[src/redriver_cfg_pkg.sv]
// Constants, field layouts and carrier types for the lane configuration register bank.
// Assumes a single 125 MHz clock domain and a byte-wide register access port.
package redriver_cfg_pkg;

	// Register space
	localparam int ADDR_W = 5;
	localparam int DATA_W = 8;
	localparam int NUM_LANES = 4;
	localparam logic [DATA_W-1:0] REG_SPACE_BYTES = 8'h20;

	// Byte offsets
	localparam logic [ADDR_W-1:0] BYTE_COUNT_OFS = 5'h02;
	localparam logic [ADDR_W-1:0] RX2_LANE_TUNING_OFS = 5'h05;
	localparam logic [ADDR_W-1:0] TX2_LANE_TUNING_OFS = 5'h06;
	localparam logic [ADDR_W-1:0] TX1_LANE_TUNING_OFS = 5'h07;
	localparam logic [ADDR_W-1:0] RX1_LANE_TUNING_OFS = 5'h08;
	localparam logic [ADDR_W-1:0] RESERVED_BYTE_NINE_OFS = 5'h09;
	localparam logic [ADDR_W-1:0] PAIR_TWO_FEATURES_OFS = 5'h0a;
	localparam logic [ADDR_W-1:0] PAIR_ONE_FEATURES_OFS = 5'h0b;
	localparam logic [ADDR_W-1:0] THRESHOLD_AND_ENABLES_OFS = 5'h0c;
	localparam logic [ADDR_W-1:0] FIRST_RESERVED_TAIL_OFS = 5'h0d;

	// Lane array index for each lane byte: index = offset - first lane offset
	localparam logic [1:0] RX2_IDX = 2'h0;
	localparam logic [1:0] TX2_IDX = 2'h1;
	localparam logic [1:0] TX1_IDX = 2'h2;
	localparam logic [1:0] RX1_IDX = 2'h3;

	// Reset values
	localparam logic [DATA_W-1:0] LANE_TUNING_RST = 8'h07;
	localparam logic [DATA_W-1:0] FEATURES_RST = 8'hfc;
	localparam logic [DATA_W-1:0] THRESHOLD_AND_ENABLES_RST = 8'h58;
	localparam logic [DATA_W-1:0] READ_ZERO = 8'h00;

	// Detector threshold codes
	localparam logic [1:0] THRESH_50_MVPPD = 2'h0;
	localparam logic [1:0] THRESH_65_MVPPD = 2'h1;
	localparam logic [1:0] THRESH_80_MVPPD = 2'h2;
	localparam logic [1:0] THRESH_95_MVPPD = 2'h3;

	// Cycles after reset release before the synchronised pins are trusted
	localparam logic [1:0] PIN_SETTLE_CYCLES = 2'h3;

	// One lane byte: equalizer 7:4, flat gain 3:2, amplitude 1:0
	typedef struct packed {
		logic [3:0] eq_code;
		logic [1:0] flat_gain_code;
		logic [1:0] output_amplitude_code;
	} lane_tuning_t;

	// Byte twelve layout
	typedef struct packed {
		logic [1:0] detector_threshold;
		logic [2:0] rsvd_hi;
		logic hotplug_pin_enable_n;
		logic sideband_mux_enable_n;
		logic rsvd_lo;
	} thresh_enables_t;

	// One register access request
	typedef struct packed {
		logic wr;
		logic rd;
		logic [ADDR_W-1:0] addr;
		logic [DATA_W-1:0] wdata;
	} reg_req_t;

endpackage : redriver_cfg_pkg

[src/redriver_lane_config_regs.sv]
// Byte-wide lane configuration register bank of a four-lane linear redriver.
// Assumes a serial bus front end that presents one-cycle read and write strobes
// on sys_clk, and that strap and lane pins are asynchronous board levels.
`timescale 1ns/1ps

module redriver_lane_config_regs
	import redriver_cfg_pkg::*;
(
	input wire logic sys_clk,
	input wire logic arst_n,
	input wire reg_req_t reg_req,
	output logic [DATA_W-1:0] reg_rdata,
	output logic reg_rvalid,
	input wire logic serial_cfg_enable,
	input wire lane_tuning_t [NUM_LANES-1:0] lane_pin_tuning,
	input wire logic hotplug_input,
	output lane_tuning_t second_receive_lane,
	output lane_tuning_t second_transmit_lane,
	output lane_tuning_t first_transmit_lane,
	output lane_tuning_t first_receive_lane,
	output logic [DATA_W-1:0] lane_pair_two,
	output logic [DATA_W-1:0] lane_pair_one,
	output logic [1:0] detector_threshold,
	output logic hotplug_detect,
	output logic sideband_mux_enable,
	output logic serial_cfg_writable
);

	localparam int SYNC_W = 2 + NUM_LANES * DATA_W;

	// Lane byte decode, shared by the write path and the checks
	function automatic logic is_lane_addr(input logic [ADDR_W-1:0] a);
		is_lane_addr = (a >= RX2_LANE_TUNING_OFS) && (a <= RX1_LANE_TUNING_OFS);
	endfunction : is_lane_addr

	function automatic logic [1:0] lane_idx(input logic [ADDR_W-1:0] a);
		logic [ADDR_W-1:0] d;
		d = a - RX2_LANE_TUNING_OFS;
		lane_idx = d[1:0];
	endfunction : lane_idx

	logic [SYNC_W-1:0] pin_s1_ff;
	logic [SYNC_W-1:0] pin_s2_ff;
	logic [SYNC_W-1:0] pin_s3_ff;
	logic [SYNC_W-1:0] pin_ff;
	logic [SYNC_W-1:0] nxt_pin;
	logic [1:0] settle_cnt_ff;
	logic loaded_ff;
	logic load_pulse;
	logic strap_ff;
	logic hotplug_ff;
	lane_tuning_t [NUM_LANES-1:0] pin_lanes;
	lane_tuning_t [NUM_LANES-1:0] lane_ff;
	logic [DATA_W-1:0] pair_two_ff;
	logic [DATA_W-1:0] pair_one_ff;
	thresh_enables_t thresh_ff;
	logic lane_wr_ok;
	logic [DATA_W-1:0] nxt_rdata;

	// Three-stage pin synchroniser; stage one feeds only stage two
	always_ff @(posedge sys_clk or negedge arst_n) begin
		if (!arst_n) begin
			pin_s1_ff <= '0;
			pin_s2_ff <= '0;
			pin_s3_ff <= '0;
		end else begin
			pin_s1_ff <= {serial_cfg_enable, hotplug_input, lane_pin_tuning};
			pin_s2_ff <= pin_s1_ff;
			pin_s3_ff <= pin_s2_ff;
		end
	end

	// A bit changes only once stages two and three agree
	always_comb begin
		for (int i = 0; i < SYNC_W; i++) begin
			nxt_pin[i] = (pin_s2_ff[i] == pin_s3_ff[i]) ? pin_s3_ff[i] : pin_ff[i];
		end
	end

	always_ff @(posedge sys_clk or negedge arst_n) begin
		if (!arst_n) begin
			pin_ff <= '0;
		end else begin
			pin_ff <= nxt_pin;
		end
	end

	assign strap_ff = pin_ff[SYNC_W-1];
	assign hotplug_ff = pin_ff[SYNC_W-2];
	// Load from the next filtered value: pin_ff itself only fills at the load edge
	assign pin_lanes = nxt_pin[NUM_LANES*DATA_W-1:0];

	// Wait for the synchroniser to fill before trusting the lane pins
	always_ff @(posedge sys_clk or negedge arst_n) begin
		if (!arst_n) begin
			settle_cnt_ff <= '0;
			loaded_ff <= 1'b0;
		end else if (!loaded_ff) begin
			if (settle_cnt_ff == PIN_SETTLE_CYCLES) begin
				loaded_ff <= 1'b1;
			end else begin
				settle_cnt_ff <= settle_cnt_ff + 2'h1;
			end
		end
	end

	assign load_pulse = !loaded_ff && (settle_cnt_ff == PIN_SETTLE_CYCLES);
	// Writes before the pin load would be overwritten, so they are dropped until it
	assign lane_wr_ok = loaded_ff && strap_ff;

	// Lane bytes: pin values once after reset, then host writes if allowed
	always_ff @(posedge sys_clk or negedge arst_n) begin
		if (!arst_n) begin
			for (int i = 0; i < NUM_LANES; i++) begin
				lane_ff[i] <= LANE_TUNING_RST;
			end
		end else if (load_pulse) begin
			lane_ff <= pin_lanes;
		end else if (reg_req.wr && is_lane_addr(reg_req.addr) && lane_wr_ok) begin
			lane_ff[lane_idx(reg_req.addr)] <= reg_req.wdata;
		end
	end

	// Per-pair feature bytes
	always_ff @(posedge sys_clk or negedge arst_n) begin
		if (!arst_n) begin
			pair_two_ff <= FEATURES_RST;
			pair_one_ff <= FEATURES_RST;
		end else if (reg_req.wr) begin
			if (reg_req.addr == PAIR_TWO_FEATURES_OFS) begin
				pair_two_ff <= reg_req.wdata;
			end
			if (reg_req.addr == PAIR_ONE_FEATURES_OFS) begin
				pair_one_ff <= reg_req.wdata;
			end
		end
	end

	// Threshold and enables; reserved bits are plain storage
	always_ff @(posedge sys_clk or negedge arst_n) begin
		if (!arst_n) begin
			thresh_ff <= THRESHOLD_AND_ENABLES_RST;
		end else if (reg_req.wr && reg_req.addr == THRESHOLD_AND_ENABLES_OFS) begin
			thresh_ff <= reg_req.wdata;
		end
	end

	// Read mux; unmapped and reserved bytes read zero, writes to them vanish
	always_comb begin
		nxt_rdata = READ_ZERO;
		if (is_lane_addr(reg_req.addr)) begin
			nxt_rdata = lane_ff[lane_idx(reg_req.addr)];
		end else begin
			case (reg_req.addr)
				BYTE_COUNT_OFS: nxt_rdata = REG_SPACE_BYTES;
				PAIR_TWO_FEATURES_OFS: nxt_rdata = pair_two_ff;
				PAIR_ONE_FEATURES_OFS: nxt_rdata = pair_one_ff;
				THRESHOLD_AND_ENABLES_OFS: nxt_rdata = thresh_ff;
				default: nxt_rdata = READ_ZERO;
			endcase
		end
	end

	// Read data registered, valid one cycle after the strobe
	always_ff @(posedge sys_clk or negedge arst_n) begin
		if (!arst_n) begin
			reg_rdata <= READ_ZERO;
			reg_rvalid <= 1'b0;
		end else begin
			reg_rvalid <= reg_req.rd;
			if (reg_req.rd) begin
				reg_rdata <= nxt_rdata;
			end
		end
	end

	// Control outputs, all straight from flip-flops
	assign second_receive_lane = lane_ff[RX2_IDX];
	assign second_transmit_lane = lane_ff[TX2_IDX];
	assign first_transmit_lane = lane_ff[TX1_IDX];
	assign first_receive_lane = lane_ff[RX1_IDX];
	assign lane_pair_two = pair_two_ff;
	assign lane_pair_one = pair_one_ff;
	assign detector_threshold = thresh_ff.detector_threshold;
	assign serial_cfg_writable = strap_ff;

	// Pin ignored while the active-low enable is set
	always_ff @(posedge sys_clk or negedge arst_n) begin
		if (!arst_n) begin
			hotplug_detect <= 1'b0;
			sideband_mux_enable <= 1'b0;
		end else begin
			hotplug_detect <= hotplug_ff && !thresh_ff.hotplug_pin_enable_n;
			sideband_mux_enable <= !thresh_ff.sideband_mux_enable_n;
		end
	end
endmodule : redriver_lane_config_regs

[config.mk]
export PLATFORM = sky130hd
export DESIGN_NAME = redriver_lane_config_regs
export DESIGN_NICKNAME = d
export VERILOG_FILES = /design/src/redriver_cfg_pkg.sv /design/src/redriver_lane_config_regs.sv
export SDC_FILE = /design/constraint.sdc
export NUM_CORES = 1
export LEC_CHECK = 0
export ABC_AREA = 0
export ABC_CLOCK_PERIOD_IN_PS = 1500
export BUFFER_PORTS_ARGS = -buffer_cell sky130_fd_sc_hd__buf_2
export CAP_MARGIN = 5
export CORE_MARGIN = 1.5
export CORE_UTILIZATION = 45
export DETAILED_ROUTE_END_ITERATION = 10
export GPL_TIMING_DRIVEN = 1
export PLACE_DENSITY = 0.76
export SYNTH_ARGS = -nofsm -noshare
export SYNTH_HDL_FRONTEND = slang
export SYNTH_SLANG_ARGS = --single-unit
export TNS_END_PERCENT = 100
[constraint.sdc]
create_clock -name sys_clk -period 1.5 [get_ports sys_clk]
set_clock_uncertainty 0.05 [all_clocks]
set_input_delay 0.075 -clock sys_clk [delete_from_list [all_inputs] [get_ports sys_clk]]
set_output_delay 0.075 -clock sys_clk [all_outputs]
set_load 0.02 [all_outputs]
Yosys cells after proc, flatten, opt, wreduce, memory -nomap -nowiden
Index checks and enable logic that the tools add are counted.
{ "classes": {"add_sub_neg": 2, "magnitude_cmp": 4, "n_eq_ne": 39, "muxes": 43, "bitwise_logic": 2, "n_reduce_logical": 15} }
{ "ops": {"columns": ["operator", "n"], "rows": [
  ["32-bit two-way mux", 2],
  ["1-bit == test", 34],
  ["1-bit two-way mux", 34],
  ["32-bit bitwise mux", 1],
  ["8-bit one-hot mux with 4 select lines", 1],
  ["8-bit two-way mux", 3],
  ["8-bit binary-select mux with 2-bit select", 1],
  ["8-bit demux with 2-bit select", 1],
  ["5-bit by 4-bit == test with 1-bit output (second input constant)", 3],
  ["1-bit logical AND", 8],
  ["2-bit AND reduction", 3],
  ["5-bit by 2-bit == test with 1-bit output (second input constant)", 1],
  ["5-bit by 3-bit >= comparator with 1-bit output (second input constant)", 1],
  ["5-bit by 4-bit <= comparator with 1-bit output (second input constant)", 1],
  ["1-bit logical NOT", 3],
  ["2-bit by 3-bit less-than comparator with 1-bit output (second input constant)", 1],
  ["2-bit by 1-bit adder with 2-bit output (second input constant)", 1],
  ["2-bit == test (second input constant)", 1],
  ["2-bit by 1-bit >= comparator with 1-bit output (second input constant)", 1],
  ["1-bit inverter", 2],
  ["2-bit nonzero test", 1],
  ["2-bit by 1-bit subtractor with 2-bit output (second input constant)", 1]
]} }
{ "totals": {"ff_bits": 206, "input_bits": 51, "output_inout_bits": 62, "word_cells": 136} }

Logic depth before layout (Yosys ltp)
Gate-level depths: netlist of run 1.
{ "depth": {"word_depth": 8, "ltp_mapped": 9, "mapped_depth_nobuf": 6} }

Least setup slack after synthesis of run 1
No wires, ideal clock.
{ "synth_path": {"path_kind": "input to register", "startpoint": "input port reg_req[8] in the netlist's numbering", "endpoint": "register reg_rdata[0]", "setup_time_ps": 137, "arrival_time_ps": 1453, "t_required_ps": 1313, "slack_ps": -140, "path_stages": 7, "n_path_buf": 2, "path_cell_list": "buf_6 inv_1 ha_1 buf_1 mux4_2 a22oi_1 a21oi_1"} }
{ "synth_via": {"elab_chain_len": 4, "elab_cells_between_ends": 12, "cone_classes": "add/sub (1); order compare (2); eq/ne (4); mux (4); reduce/logical (1)"} }
{ "synth_rtl": {"columns": ["item", "line", "source"], "rows": [
  ["start: declaration", "redriver_lane_config_regs.sv:11", "input wire reg_req_t reg_req,"],
  ["2-bit by 1-bit subtractor with 2-bit output", "redriver_lane_config_regs.sv:38", "d = a - RX2_LANE_TUNING_OFS;"],
  ["8-bit binary-select mux with 2-bit select", "redriver_lane_config_regs.sv:152", "nxt_rdata = lane_ff[lane_idx(reg_req.addr)];"],
  ["8-bit two-way mux (implied by the code)", "redriver_lane_config_regs.sv:152", null],
  ["8-bit two-way mux (*)", "redriver_lane_config_regs.sv:151", "if (is_lane_addr(reg_req.addr)) begin"],
  ["end signal: assignment", "redriver_lane_config_regs.sv:172", "reg_rdata <= nxt_rdata;"],
  ["end: declaration", "redriver_lane_config_regs.sv:12", "output logic [DATA_W-1:0] reg_rdata,"]
]} }
Mark *: on every way between the ends. The rest lies on a longest branch, timed or not. The select of a mux whose other input is x is not followed.
A chain may end at the register's enable or synchronous reset.

Final worst setup path of run 1
{ "layout_path": {"startpoint": "register pin_ff[33]", "endpoint": "register lane_ff, in the netlist second_receive_lane[3]"} }
{ "layout_via": {"elab_chain_len": 3} }
{ "layout_rtl": {"columns": ["item", "line", "source"], "rows": [
  ["start: declaration", "redriver_lane_config_regs.sv:45", "logic [SYNC_W-1:0] pin_ff;"],
  ["start signal: assignment", "redriver_lane_config_regs.sv:84", "pin_ff <= nxt_pin;"],
  ["1-bit logical AND", "redriver_lane_config_regs.sv:109", "assign lane_wr_ok = loaded_ff && strap_ff;"],
  ["1-bit logical AND", "redriver_lane_config_regs.sv:119", "end else if (reg_req.wr && is_lane_addr(reg_req.addr) && lane_wr_ok) begin"],
  ["2-bit nonzero test (no source line)", null, null],
  ["end signal: assignment", "redriver_lane_config_regs.sv:118", "lane_ff <= pin_lanes;"],
  ["end signal: indexed assignment", "redriver_lane_config_regs.sv:120", "lane_ff[lane_idx(reg_req.addr)] <= reg_req.wdata;"],
  ["end: declaration", "redriver_lane_config_regs.sv:53", "lane_tuning_t [NUM_LANES-1:0] lane_ff;"]
]} }
No other way between the ends.

==> out/results.txt, run 1 <==
Setup_tns -> 0 ns
Headroom to the max-slew limit -> 68.88%
Ys Warns -> 0
Syn_area_per_cell -> 14.55 um^2
Commonest non-fill, non-tap cell in the layout -> dfrtp_1
Crit. End Element -> flip-flop
DRT iter0 DRCs -> 514
Global-route wire length before repair -> 27590 um
Total track usage -> 19.90%
Critical Path AT -> 1.78 ns
Setup CP Type -> reg2reg
Int Power -> 10.07 mW
Reg2Reg Setup Slack -> 0.03 ns
VDD IR max -> 883.4 uV
Remaining DRCs -> 0
Worst slew pin tran -> 0.4658 ns
# fillers -> 1248
Netlist cell types -> 41
Die area -> 17430 um^2
Routed WL -> 17010 um
Hold WS -> 0.01932 ns
RSZ-0062 raised after global routing -> yes
Min Tclk post-route -> 1.469 ns
Pin count of the biggest net entering global routing -> 59
Status -> completed
Grt total ovfl -> 0
Pleak -> 4.306 nW
Met2 routed WL -> 8151 um
Post-route cell area -> 9668 um^2
CTS buffer count -> 21
Clock Tree Root -> clkbuf_16
PortBufs -> 112
Core area -> 16060 um^2
Post-Syn Nets -> 575
Via-to-Cell Ratio -> 5.341
Placed cell area -> 8472 um^2
Nets -> 758
Die height -> 132.0 um
Net Sw Power -> 3.583 mW
FMAX -> 680.9 MHz
Fin. Hold Viols -> 0
Layout area overhead -> 29.06%
MaxCap Viol Count -> 0
Startpoint type of the worst setup path -> flip-flop
DP HPWL -> 11610 um
Boundary Pins -> 113
Sequential Power Share -> 48.7%
EDFF count, synth -> 0
N_diodes -> 0
Switching part of the total -> 26.25%
CTS tree -> yes
Class of the worst hold path -> in2reg
Pwr/cell area -> 1412 nW/um^2
Placer Congestion -> 0.8129
Share of post-route cells with drive strength above 1 -> 34.60%
Max Used Layer -> met4
Top FF cell, synth -> dfrtp_1
Asr flop ratio synth -> 100.0%
Worst Path Max Fanout -> 8
Routed WL per cell -> 18.34 um
H-tree depth -> 1
Synthesized flop and latch total -> 206
Clock Tree Buf Depth -> 3
Commonest non-fill, non-tap cells in the layout -> 179 x dfrtp_1, 111 x buf_2, 46 x dlygate4sd3_1
Width of the die -> 132.0 um
Seq/Total Area, Yosys -> 69.27%
Initial Utilization -> 46.65%
Max-slew violation count -> 0
DRT antenna net count -> 0
Comb power frac -> 15.0%
Clk_lat worst skew -> 0.49 ns
Netlist Area Pre-Place -> 7491 um^2
WP data required -> 1.81 ns
Initial DRT Pass Iterations -> 5
Clock sink count -> 206
Final setup vio count -> 0
Vias -> 4951
Routed length on met3 -> 1412 um
Core Rows -> 46
Clk pwr share -> 36.4%
CTS clock-pin slew for the worst setup and hold paths -> 0.06 ns
Initial antenna violation count -> 0
Synth Instances -> 515
Vias in the first global route -> 5093
Crit share post-route -> 97.91%
Met1 wire length -> 7139 um
[power groups by stage]
stage	Sequential, mW	Clock [mW]	Combinational [mW]
final	6.64	4.96	2.04
after global routing	6.70	5.31	2.19
after CTS	6.64	5.06	2.05
after detailed placement	6.73	0	1.94
after global placement	6.69	0	1.90
after floorplan	7.01	0	0.756
[logic make-up (layout without fill, tap and decap cells)]
family | count (synthesis) | after routing | share of synthesized area [%]
compound gates | 115 | 115 | 9.638
fa+ha+maj | 43 | 43 | 6.047
xor+xnor | 1 | 1 | 0.1169
mux | 32 | 32 | 6.815
flops | 206 | 206 | 69.27
buf+inv | 33 | 229 | 2.489
simple gates | 85 | 85 | 5.629
[registers in the layout, indices dropped and copies added, names as in the netlist, 34 cells and up]
name       cells
pin_s3_ff     34
pin_ff        34
pin_s1_ff     34
pin_s2_ff     34
[synth_stat cells (7+ instances only)]
master | number | area (um^2)
dfstp_2 | 27 | 709.4
a22oi_1 | 14 | 105.1
a31oi_1 | 33 | 206.5
buf_2 | 10 | 50.05
ha_1 | 9 | 112.6
nand3_1 | 18 | 90.09
o2bb2ai_1 | 7 | 61.31
maj3_1 | 34 | 340.3
o21ai_0 | 15 | 75.07
nand2_1 | 7 | 26.28
a21oi_1 | 23 | 115.1
mux4_2 | 8 | 180.2
dfrtp_1 | 179 | 4479
mux2_1 | 7 | 78.83
mux2_4 | 16 | 240.2
nor2_1 | 41 | 153.9
clkbuf_1 | 8 | 30.03
o21ai_1 | 18 | 90.09
[cell type report]
class,instances,area (um^2),share of cell area (%)
Clock buffer,32,606.8,6.277
Inverter,4,15.01,0.1553
Tap cell,216,270.3,2.795
Timing Repair Buffer,189,1366,14.13
Clock inverter,4,45.04,0.4659
Sequential cell,206,5189,53.67
Multi-Input combinational cell,276,2176,22.51
[worst max-delay path: stages, from the launching register on]
cell and delay [ns]:
dfrtp_1 0.39, and4b_2 0.29, and2_1 0.19, buf_6 0.15, a31oi_1 0.18, a21oi_1 0.10
[worst paths after layout]
kind,from,to,cells past startpoint
worst min-delay path,reg_req[11],reg_rdata[5]$_DFFE_PN0P_,5
min in group asynchronous,arst_n,detector_threshold[1]$_DFFE_PN0P_,2
worst max-delay path,pin_ff[33]$_DFFE_PN0N_,second_receive_lane[3]$_DFFE_PN0P_,5
max in group asynchronous,arst_n,second_transmit_lane[2]$_DFFE_PN1P_,3
worst min register to register,pin_s1_ff[20]$_DFF_PN0_,pin_s2_ff[20]$_DFF_PN0_,0
worst max register to register,pin_ff[33]$_DFFE_PN0N_,second_receive_lane[3]$_DFFE_PN0P_,5
[metal layers]
layer / vias up / GRT usage [%]
li1: 2209 / -
met1: 2486 / 26.86
met2: 223 / 32.87
met3: 33 / 4.729
met4: 0 / 4.630
met5: - / 0
[what timing repair did]
action                                  CTS  global route
resized for setup                         6            12
setup buffers                             2             1
endpoints found under the setup margin   31            19
pin swaps                                 1             3
hold buffers                             46             0
hold endpoints to repair                290             0
[per-stage QoR]
step                      total power [mW]  utilization, %  cells  setup slack [ns]
after global routing                 14.20           60.21    927          -0.01347
after floorplan                      7.765               -    515         0.0009112
after detailed placement             8.673           52.76    842           -0.3006
after CTS                            13.74           59.88    926           0.02047
final                                13.65           60.21    927           0.03138
after global placement               8.587           52.76    842           -0.2285
No activity file was read; power rests on OpenSTA's default activity.
==> run 2, diff against run 1 <==
--- a/config.mk
+++ b/config.mk
@@ -13,7 +13,7 @@
 export CORE_UTILIZATION = 45
 export DETAILED_ROUTE_END_ITERATION = 10
 export GPL_TIMING_DRIVEN = 1
-export PLACE_DENSITY = 0.76
+export PLACE_DENSITY = 0.78
 export SYNTH_ARGS = -nofsm -noshare
 export SYNTH_HDL_FRONTEND = slang
 export SYNTH_SLANG_ARGS = --single-unit
==> out/results.txt, run 2 (synthesis gave the netlist of run 1 again) <==
WP data required -> 1.83 ns (+0.02 ns)
Die area -> 17430 um^2 (unchanged)
Global-route wire length before repair -> 27380 um (-0.78%)
Clock sink count -> 206 (unchanged)
Clk_lat worst skew -> 0.49 ns (about the same)
CTS tree -> yes
Top delay family on crit path -> simple AND/OR/NAND/NOR gates
Critical path buffers and inverters -> 1 (unchanged)
Core Rows -> 46 (unchanged)
Pwr/cell area -> 1446 nW/um^2 (+2.4%)
CP Cell Sequence -> and4b_2 > and2_1 > buf_6 > a31oi_2 > a21oi_1
VDD IR max -> 1120 uV (+27%)
Initial antenna violation count -> 0 (unchanged)
Initial Utilization -> 46.65% (unchanged)
DP HPWL -> 11330 um (-2.4%)
# fillers -> 1194 (-4.3%)
Total track usage -> 19.99% (+0.089 points)
Final setup vio count -> 0 (unchanged)
Critical-path top delay cell -> dfrtp_1
Core area -> 16060 um^2 (unchanged)
Min Tclk post-route -> 1.462 ns (-0.006207 ns)
Width of the die -> 132.0 um (unchanged)
Startpoint type of the worst setup path -> flip-flop
Crit. End Element -> flip-flop
Remaining DRCs -> 0 (unchanged)
Setup CP Type -> reg2reg
Share of post-route cells with drive strength above 1 -> 34.92% (+0.32 points)
FMAX -> 683.8 MHz (+0.42%)
Final design utilization -> 60.75% (+0.55 points)
Layout area overhead -> 30.23%
CP peak stage delay -> 0.37 ns (-0.02 ns)
Vias in the first global route -> 5114 (+0.41%)
PortBufs -> 112 (unchanged)
RSZ-0062 raised after global routing -> yes
DRT antenna net count -> 0 (unchanged)
H-tree depth -> 1 (unchanged)
Worst Path Max Fanout -> 8 (unchanged)
Fin. Hold Viols -> 0 (unchanged)
Worst slew pin tran -> 0.5057 ns (+0.03996 ns)
N_diodes -> 0 (unchanged)
Hold WS -> 0.07907 ns (+0.05975 ns)
Grt total ovfl -> 0 (unchanged)
Headroom to the max-slew limit -> 66.28% (-2.6 points)
Status -> completed
Commonest non-fill, non-tap cell in the layout -> dfrtp_1
Die height -> 132.0 um (unchanged)
Max-slew violation count -> 0 (unchanged)
Nets -> 760 (+0.26%)
Boundary Pins -> 113 (unchanged)
Setup_tns -> 0 ns (unchanged)
Routed WL per cell -> 18.10 um (-1.3%)
Pin count of the biggest net entering global routing -> 59 (unchanged)
Routed WL -> 16870 um (-0.82%)
Placer Congestion -> 0.8421 (+3.6%)
Via-to-Cell Ratio -> 5.342 (about the same)
Clock Tree Root -> clkbuf_16
Class of the worst hold path -> in2async
Crit share post-route -> 97.49% (-0.41 points)
CTS buffer count -> 22 (+4.8%)
Pleak -> 4.345 nW (+0.92%)
DRT iter0 DRCs -> 549 (+6.8%)
Initial DRT Pass Iterations -> 5 (unchanged)
CTS clock-pin slew for the worst setup and hold paths -> 0.06 ns (about the same)
MaxCap Viol Count -> 0 (unchanged)
Commonest non-fill, non-tap cells in the layout -> 179 x dfrtp_1, 111 x buf_2, 47 x dlygate4sd3_1
Critical Path AT -> 1.79 ns (about the same)
Clock Tree Buf Depth -> 3 (unchanged)
Vias -> 4979 (+0.57%)
## run 2: cell count changes in the layout (fill, tap and decap cells not counted), sizes merged
cell	before	now
bufinv	1	2
clkbuf	33	34
clkinvlp	0	1
dlygate4sd3	46	47
inv	4	5
## run 2: final timing paths
path / startpoint / end / slack (ns) / depth (start not counted)
min in group sys_clk: reg_req[14] / thresh_ff[1]$_DFFE_PN0P_ / 0.12 / 4
min: arst_n / hotplug_detect$_DFF_PN0_ / 0.08 / 2
max: pin_ff[33]$_DFFE_PN0N_ / second_receive_lane[7]$_DFFE_PN0P_ / 0.04 / 5
max in group asynchronous: arst_n / first_receive_lane[1]$_DFFE_PN1P_ / 0.68 / 3
max reg2reg: pin_ff[33]$_DFFE_PN0N_ / second_receive_lane[7]$_DFFE_PN0P_ / 0.04 / 5
min reg2reg: pin_s1_ff[5]$_DFF_PN0_ / pin_s2_ff[5]$_DFF_PN0_ / 0.29 / 0
## run 2: per-layer routing
metal	up-vias	part of all wire, %	global-route usage, %
met5	-	0	0
met3	36	8.3	5.113
li1	2221	-	-
met1	2483	41	26.58
met2	239	48	31.76
met4	0	2.6	7.654
## run 2: power by group
part,internal (mW),total [mW],switching [mW],leakage (nW)
Clock,3.32,5.41,2.09,0.363
Sequential,6.25,6.63,0.373,2.39
Combinational,0.876,2.07,1.19,1.59
Total,10.5,14.1,3.65,4.35
## run 2: cell type report
type | count | area [um^2] | share of cell area [%]
clock buffers | 33 | 641.9 | 6.579
flip-flops and latches | 206 | 5189 | 53.19
well taps | 216 | 270.3 | 2.770
repair buffers | 190 | 1380 | 14.15
inverters | 4 | 15.01 | 0.1539
clock inverters | 7 | 105.1 | 1.077
multi-input cells | 276 | 2155 | 22.09
## run 2: through the flow
step                      instance area, um^2  setup slack, ns  power (mW)  std cells
after detailed placement                 8479          -0.3513       8.663        843
after floorplan                          7505        0.0009112       7.765        515
final                                    9756          0.03759       14.11        932
after global routing                     9756        -0.008164       14.69        932
after CTS                                9734          0.02660       14.25        932
after global placement                   8479          -0.2208       8.581        843
## run 2: repair_timing
action | CTS | global route
resized for setup | 7 | 10
pin swaps | 1 | 1
endpoints found under the hold margin | 288 | 0
setup buffers | 2 | 0
hold buffers | 47 | 0
endpoints found under the setup margin | 21 | 12
==> run 3, diff against run 2 <==
--- a/config.mk
+++ b/config.mk
@@ -14,6 +14,7 @@
 export DETAILED_ROUTE_END_ITERATION = 10
 export GPL_TIMING_DRIVEN = 1
 export PLACE_DENSITY = 0.78
+export SETUP_SLACK_MARGIN = 0.5
 export SYNTH_ARGS = -nofsm -noshare
 export SYNTH_HDL_FRONTEND = slang
 export SYNTH_SLANG_ARGS = --single-unit
==> out/results.txt, run 3 (synthesis gave the netlist of run 1 again) <==
RR Startpoint -> pin_ff[33]$_DFFE_PN0N_
Setup ws final -> -0.01226 ns (-0.04985 ns)
Crit share post-route -> 100.8% (+3.3 points)
Die area -> 17430 um^2 (unchanged)
Final Power -> 15.34 mW (+8.8%)
Clock sink count -> 206 (unchanged)
Sequential Power Share -> 43.9% (-3.1 points)
Clock Tree Root -> clkbuf_16
Class of the worst hold path -> in2async
H-tree depth -> 1 (unchanged)
CP Cell Sequence -> and4b_2 > buf_4 > nand2_4 > o21ai_1 > a31oi_1
N_diodes -> 0 (unchanged)
CTS buffer count -> 22 (unchanged)
Net Sw Power -> 4.019 mW (+10%)
Layout area overhead -> 45.31%
VDD IR max -> 814.8 uV (-27%)
Vias in the first global route -> 5587 (+9.2%)
Placer Congestion -> 0.8779 (+4.3%)
Worst Setup SP -> pin_ff[33]$_DFFE_PN0N_
Vias -> 5333 (+7.1%)
Headroom to the max-slew limit -> 65.04% (-1.2 points)
Setup CP Type -> reg2reg
Routed WL per cell -> 20.77 um (+15%)
Width of the die -> 132.0 um (unchanged)
Initial antenna violation count -> 0 (unchanged)
PortBufs -> 112 (unchanged)
Violated checks -> negative setup slack
Clock Tree Buf Depth -> 3 (unchanged)
Total track usage -> 22.28% (+2.3 points)
Critical-path top delay cell -> dfrtp_2
Clk pwr share -> 36.3% (-2.1 points)
Final design utilization -> 67.79% (+7.0 points)
MaxCap Viol Count -> 0 (unchanged)
Post-route cell area -> 10890 um^2 (+12%)
Placed cell area -> 8600 um^2 (+1.4%)
Grt total ovfl -> 0 (unchanged)
RSZ-0062 raised after global routing -> yes
CTS tree -> yes
DRT iter0 DRCs -> 463 (-16%)
Clk_lat worst skew -> 0.50 ns (about the same)
Worst slew pin tran -> 0.5244 ns (+0.01864 ns)
Initial Utilization -> 46.65% (unchanged)
Nets -> 806 (+6.1%)
Min Tclk post-route -> 1.512 ns (+0.04985 ns)
Remaining DRCs -> 0 (unchanged)
Fin. Hold Viols -> 0 (unchanged)
Switching part of the total -> 26.20% (+0.32 points)
Worst Path Max Fanout -> 8 (unchanged)
Final setup vio count -> 1 (+1)
Comb power frac -> 19.8% (+5.2 points)
Core area -> 16060 um^2 (unchanged)
Via-to-Cell Ratio -> 5.453 (+2.1%)
Initial DRT Pass Iterations -> 5 (unchanged)
DRT antenna net count -> 0 (unchanged)
Placed instance count -> 842 (-0.12%)
Pin count of the biggest net entering global routing -> 47 (-20%)
Boundary Pins -> 113 (unchanged)
Commonest non-fill, non-tap cells in the layout -> 164 x dfrtp_1, 81 x buf_6, 51 x buf_4
CP peak stage delay -> 0.37 ns (about the same)
Status -> complete, but fails checks
Pwr/cell area -> 1409 nW/um^2 (-2.5%)
Die height -> 132.0 um (unchanged)
# fillers -> 1004 (-16%)
Pleak -> 4.750 nW (+9.3%)
Core Rows -> 46 (unchanged)
Final Non-Filler Cells -> 978 (+4.9%)
Hold WS -> 0.04764 ns (-0.03143 ns)
Global-route wire length before repair -> 30410 um (+11%)
Int Power -> 11.32 mW (+8.3%)
Share of post-route cells with drive strength above 1 -> 47.38% (+12 points)
Commonest non-fill, non-tap cell in the layout -> dfrtp_1
WP data required -> 1.80 ns (-0.03 ns)
Startpoint type of the worst setup path -> flip-flop
Critical Path AT -> 1.82 ns (+0.03 ns)
Routed WL -> 20320 um (+20%)
Crit. End Element -> flip-flop
FMAX -> 661.3 MHz (-3.3%)
CTS clock-pin slew for the worst setup and hold paths -> 0.06 ns (about the same)
DP HPWL -> 11790 um (+4.0%)
Max-slew violation count -> 0 (unchanged)
==> run 3: layout make-up <==
cell class                 instances  area [um^2]  area share, %
clock buffer                      33        673.1          6.184
clock inverter                     7        87.58         0.8046
inverter                           4        22.52         0.2069
multi-input combinational        276         2460          22.60
sequential                       206         5207          47.84
tap                              216        270.3          2.483
timing repair buffer             236         2165          19.89
==> run 3: worst max-delay path: cells and delay by family (launching register included) <==
family                 cells  cell delay (ns)
AO/OA/AOI/OAI              2             0.40
flip-flops                 1             0.37
buffers and inverters      1             0.15
AND/OR/NAND/NOR            2             0.41
==> run 3: power by group through the flow <==
stage	registers, mW	clock network [mW]	logic, mW
final	6.74	5.57	3.04
after global routing	6.78	5.91	3.19
after detailed placement	6.75	0	1.98
after CTS	6.69	5.61	2.72
after global placement	6.73	0	1.94
after floorplan	7.03	0	0.818
==> run 3: worst paths after layout <==
path                       slack, ns                                   to  cells past startpoint
max                            -0.01  second_transmit_lane[3]$_DFFE_PN0P_                      5
min                             0.05              pin_s3_ff[33]$_DFF_PN0_                      2
max reg2reg                    -0.01  second_transmit_lane[3]$_DFFE_PN0P_                      5
min reg2reg                     0.30              pin_s2_ff[13]$_DFF_PN0_                      0
max in group asynchronous       0.70   first_transmit_lane[1]$_DFFE_PN1P_                      3
min in group sys_clk            0.09             thresh_ff[1]$_DFFE_PN0P_                      4
==> run 3: repair_timing <==
action,in CTS,in global routing
setup buffers,35,14
hold buffers,47,0
pin swaps,18,21
gates cloned,0,0
setup endpoints to repair,105,106
gates resized for setup,147,50
hold endpoints to repair,285,0
==> run 3: layer usage <==
layer	global-route usage, %	routed length [um]	vias to the layer above
met5	0	0	-
met4	8.025	785	0
met3	6.267	1855	70
met2	37.70	9976	289
met1	27.43	7700	2676
li1	-	-	2298
==> run 3: stage by stage <==
step | setup WS [ns] | setup TNS (ns)
6_report | -0.01226 | -0.01226
5_1_grt | -0.07047 | -0.2537
4_1_cts | 0.08303 | 0
3_5_place_dp | -0.05033 | -0.2078
3_3_place_gp | 0.02399 | 0
2_1_floorplan | 0.1188 | 0
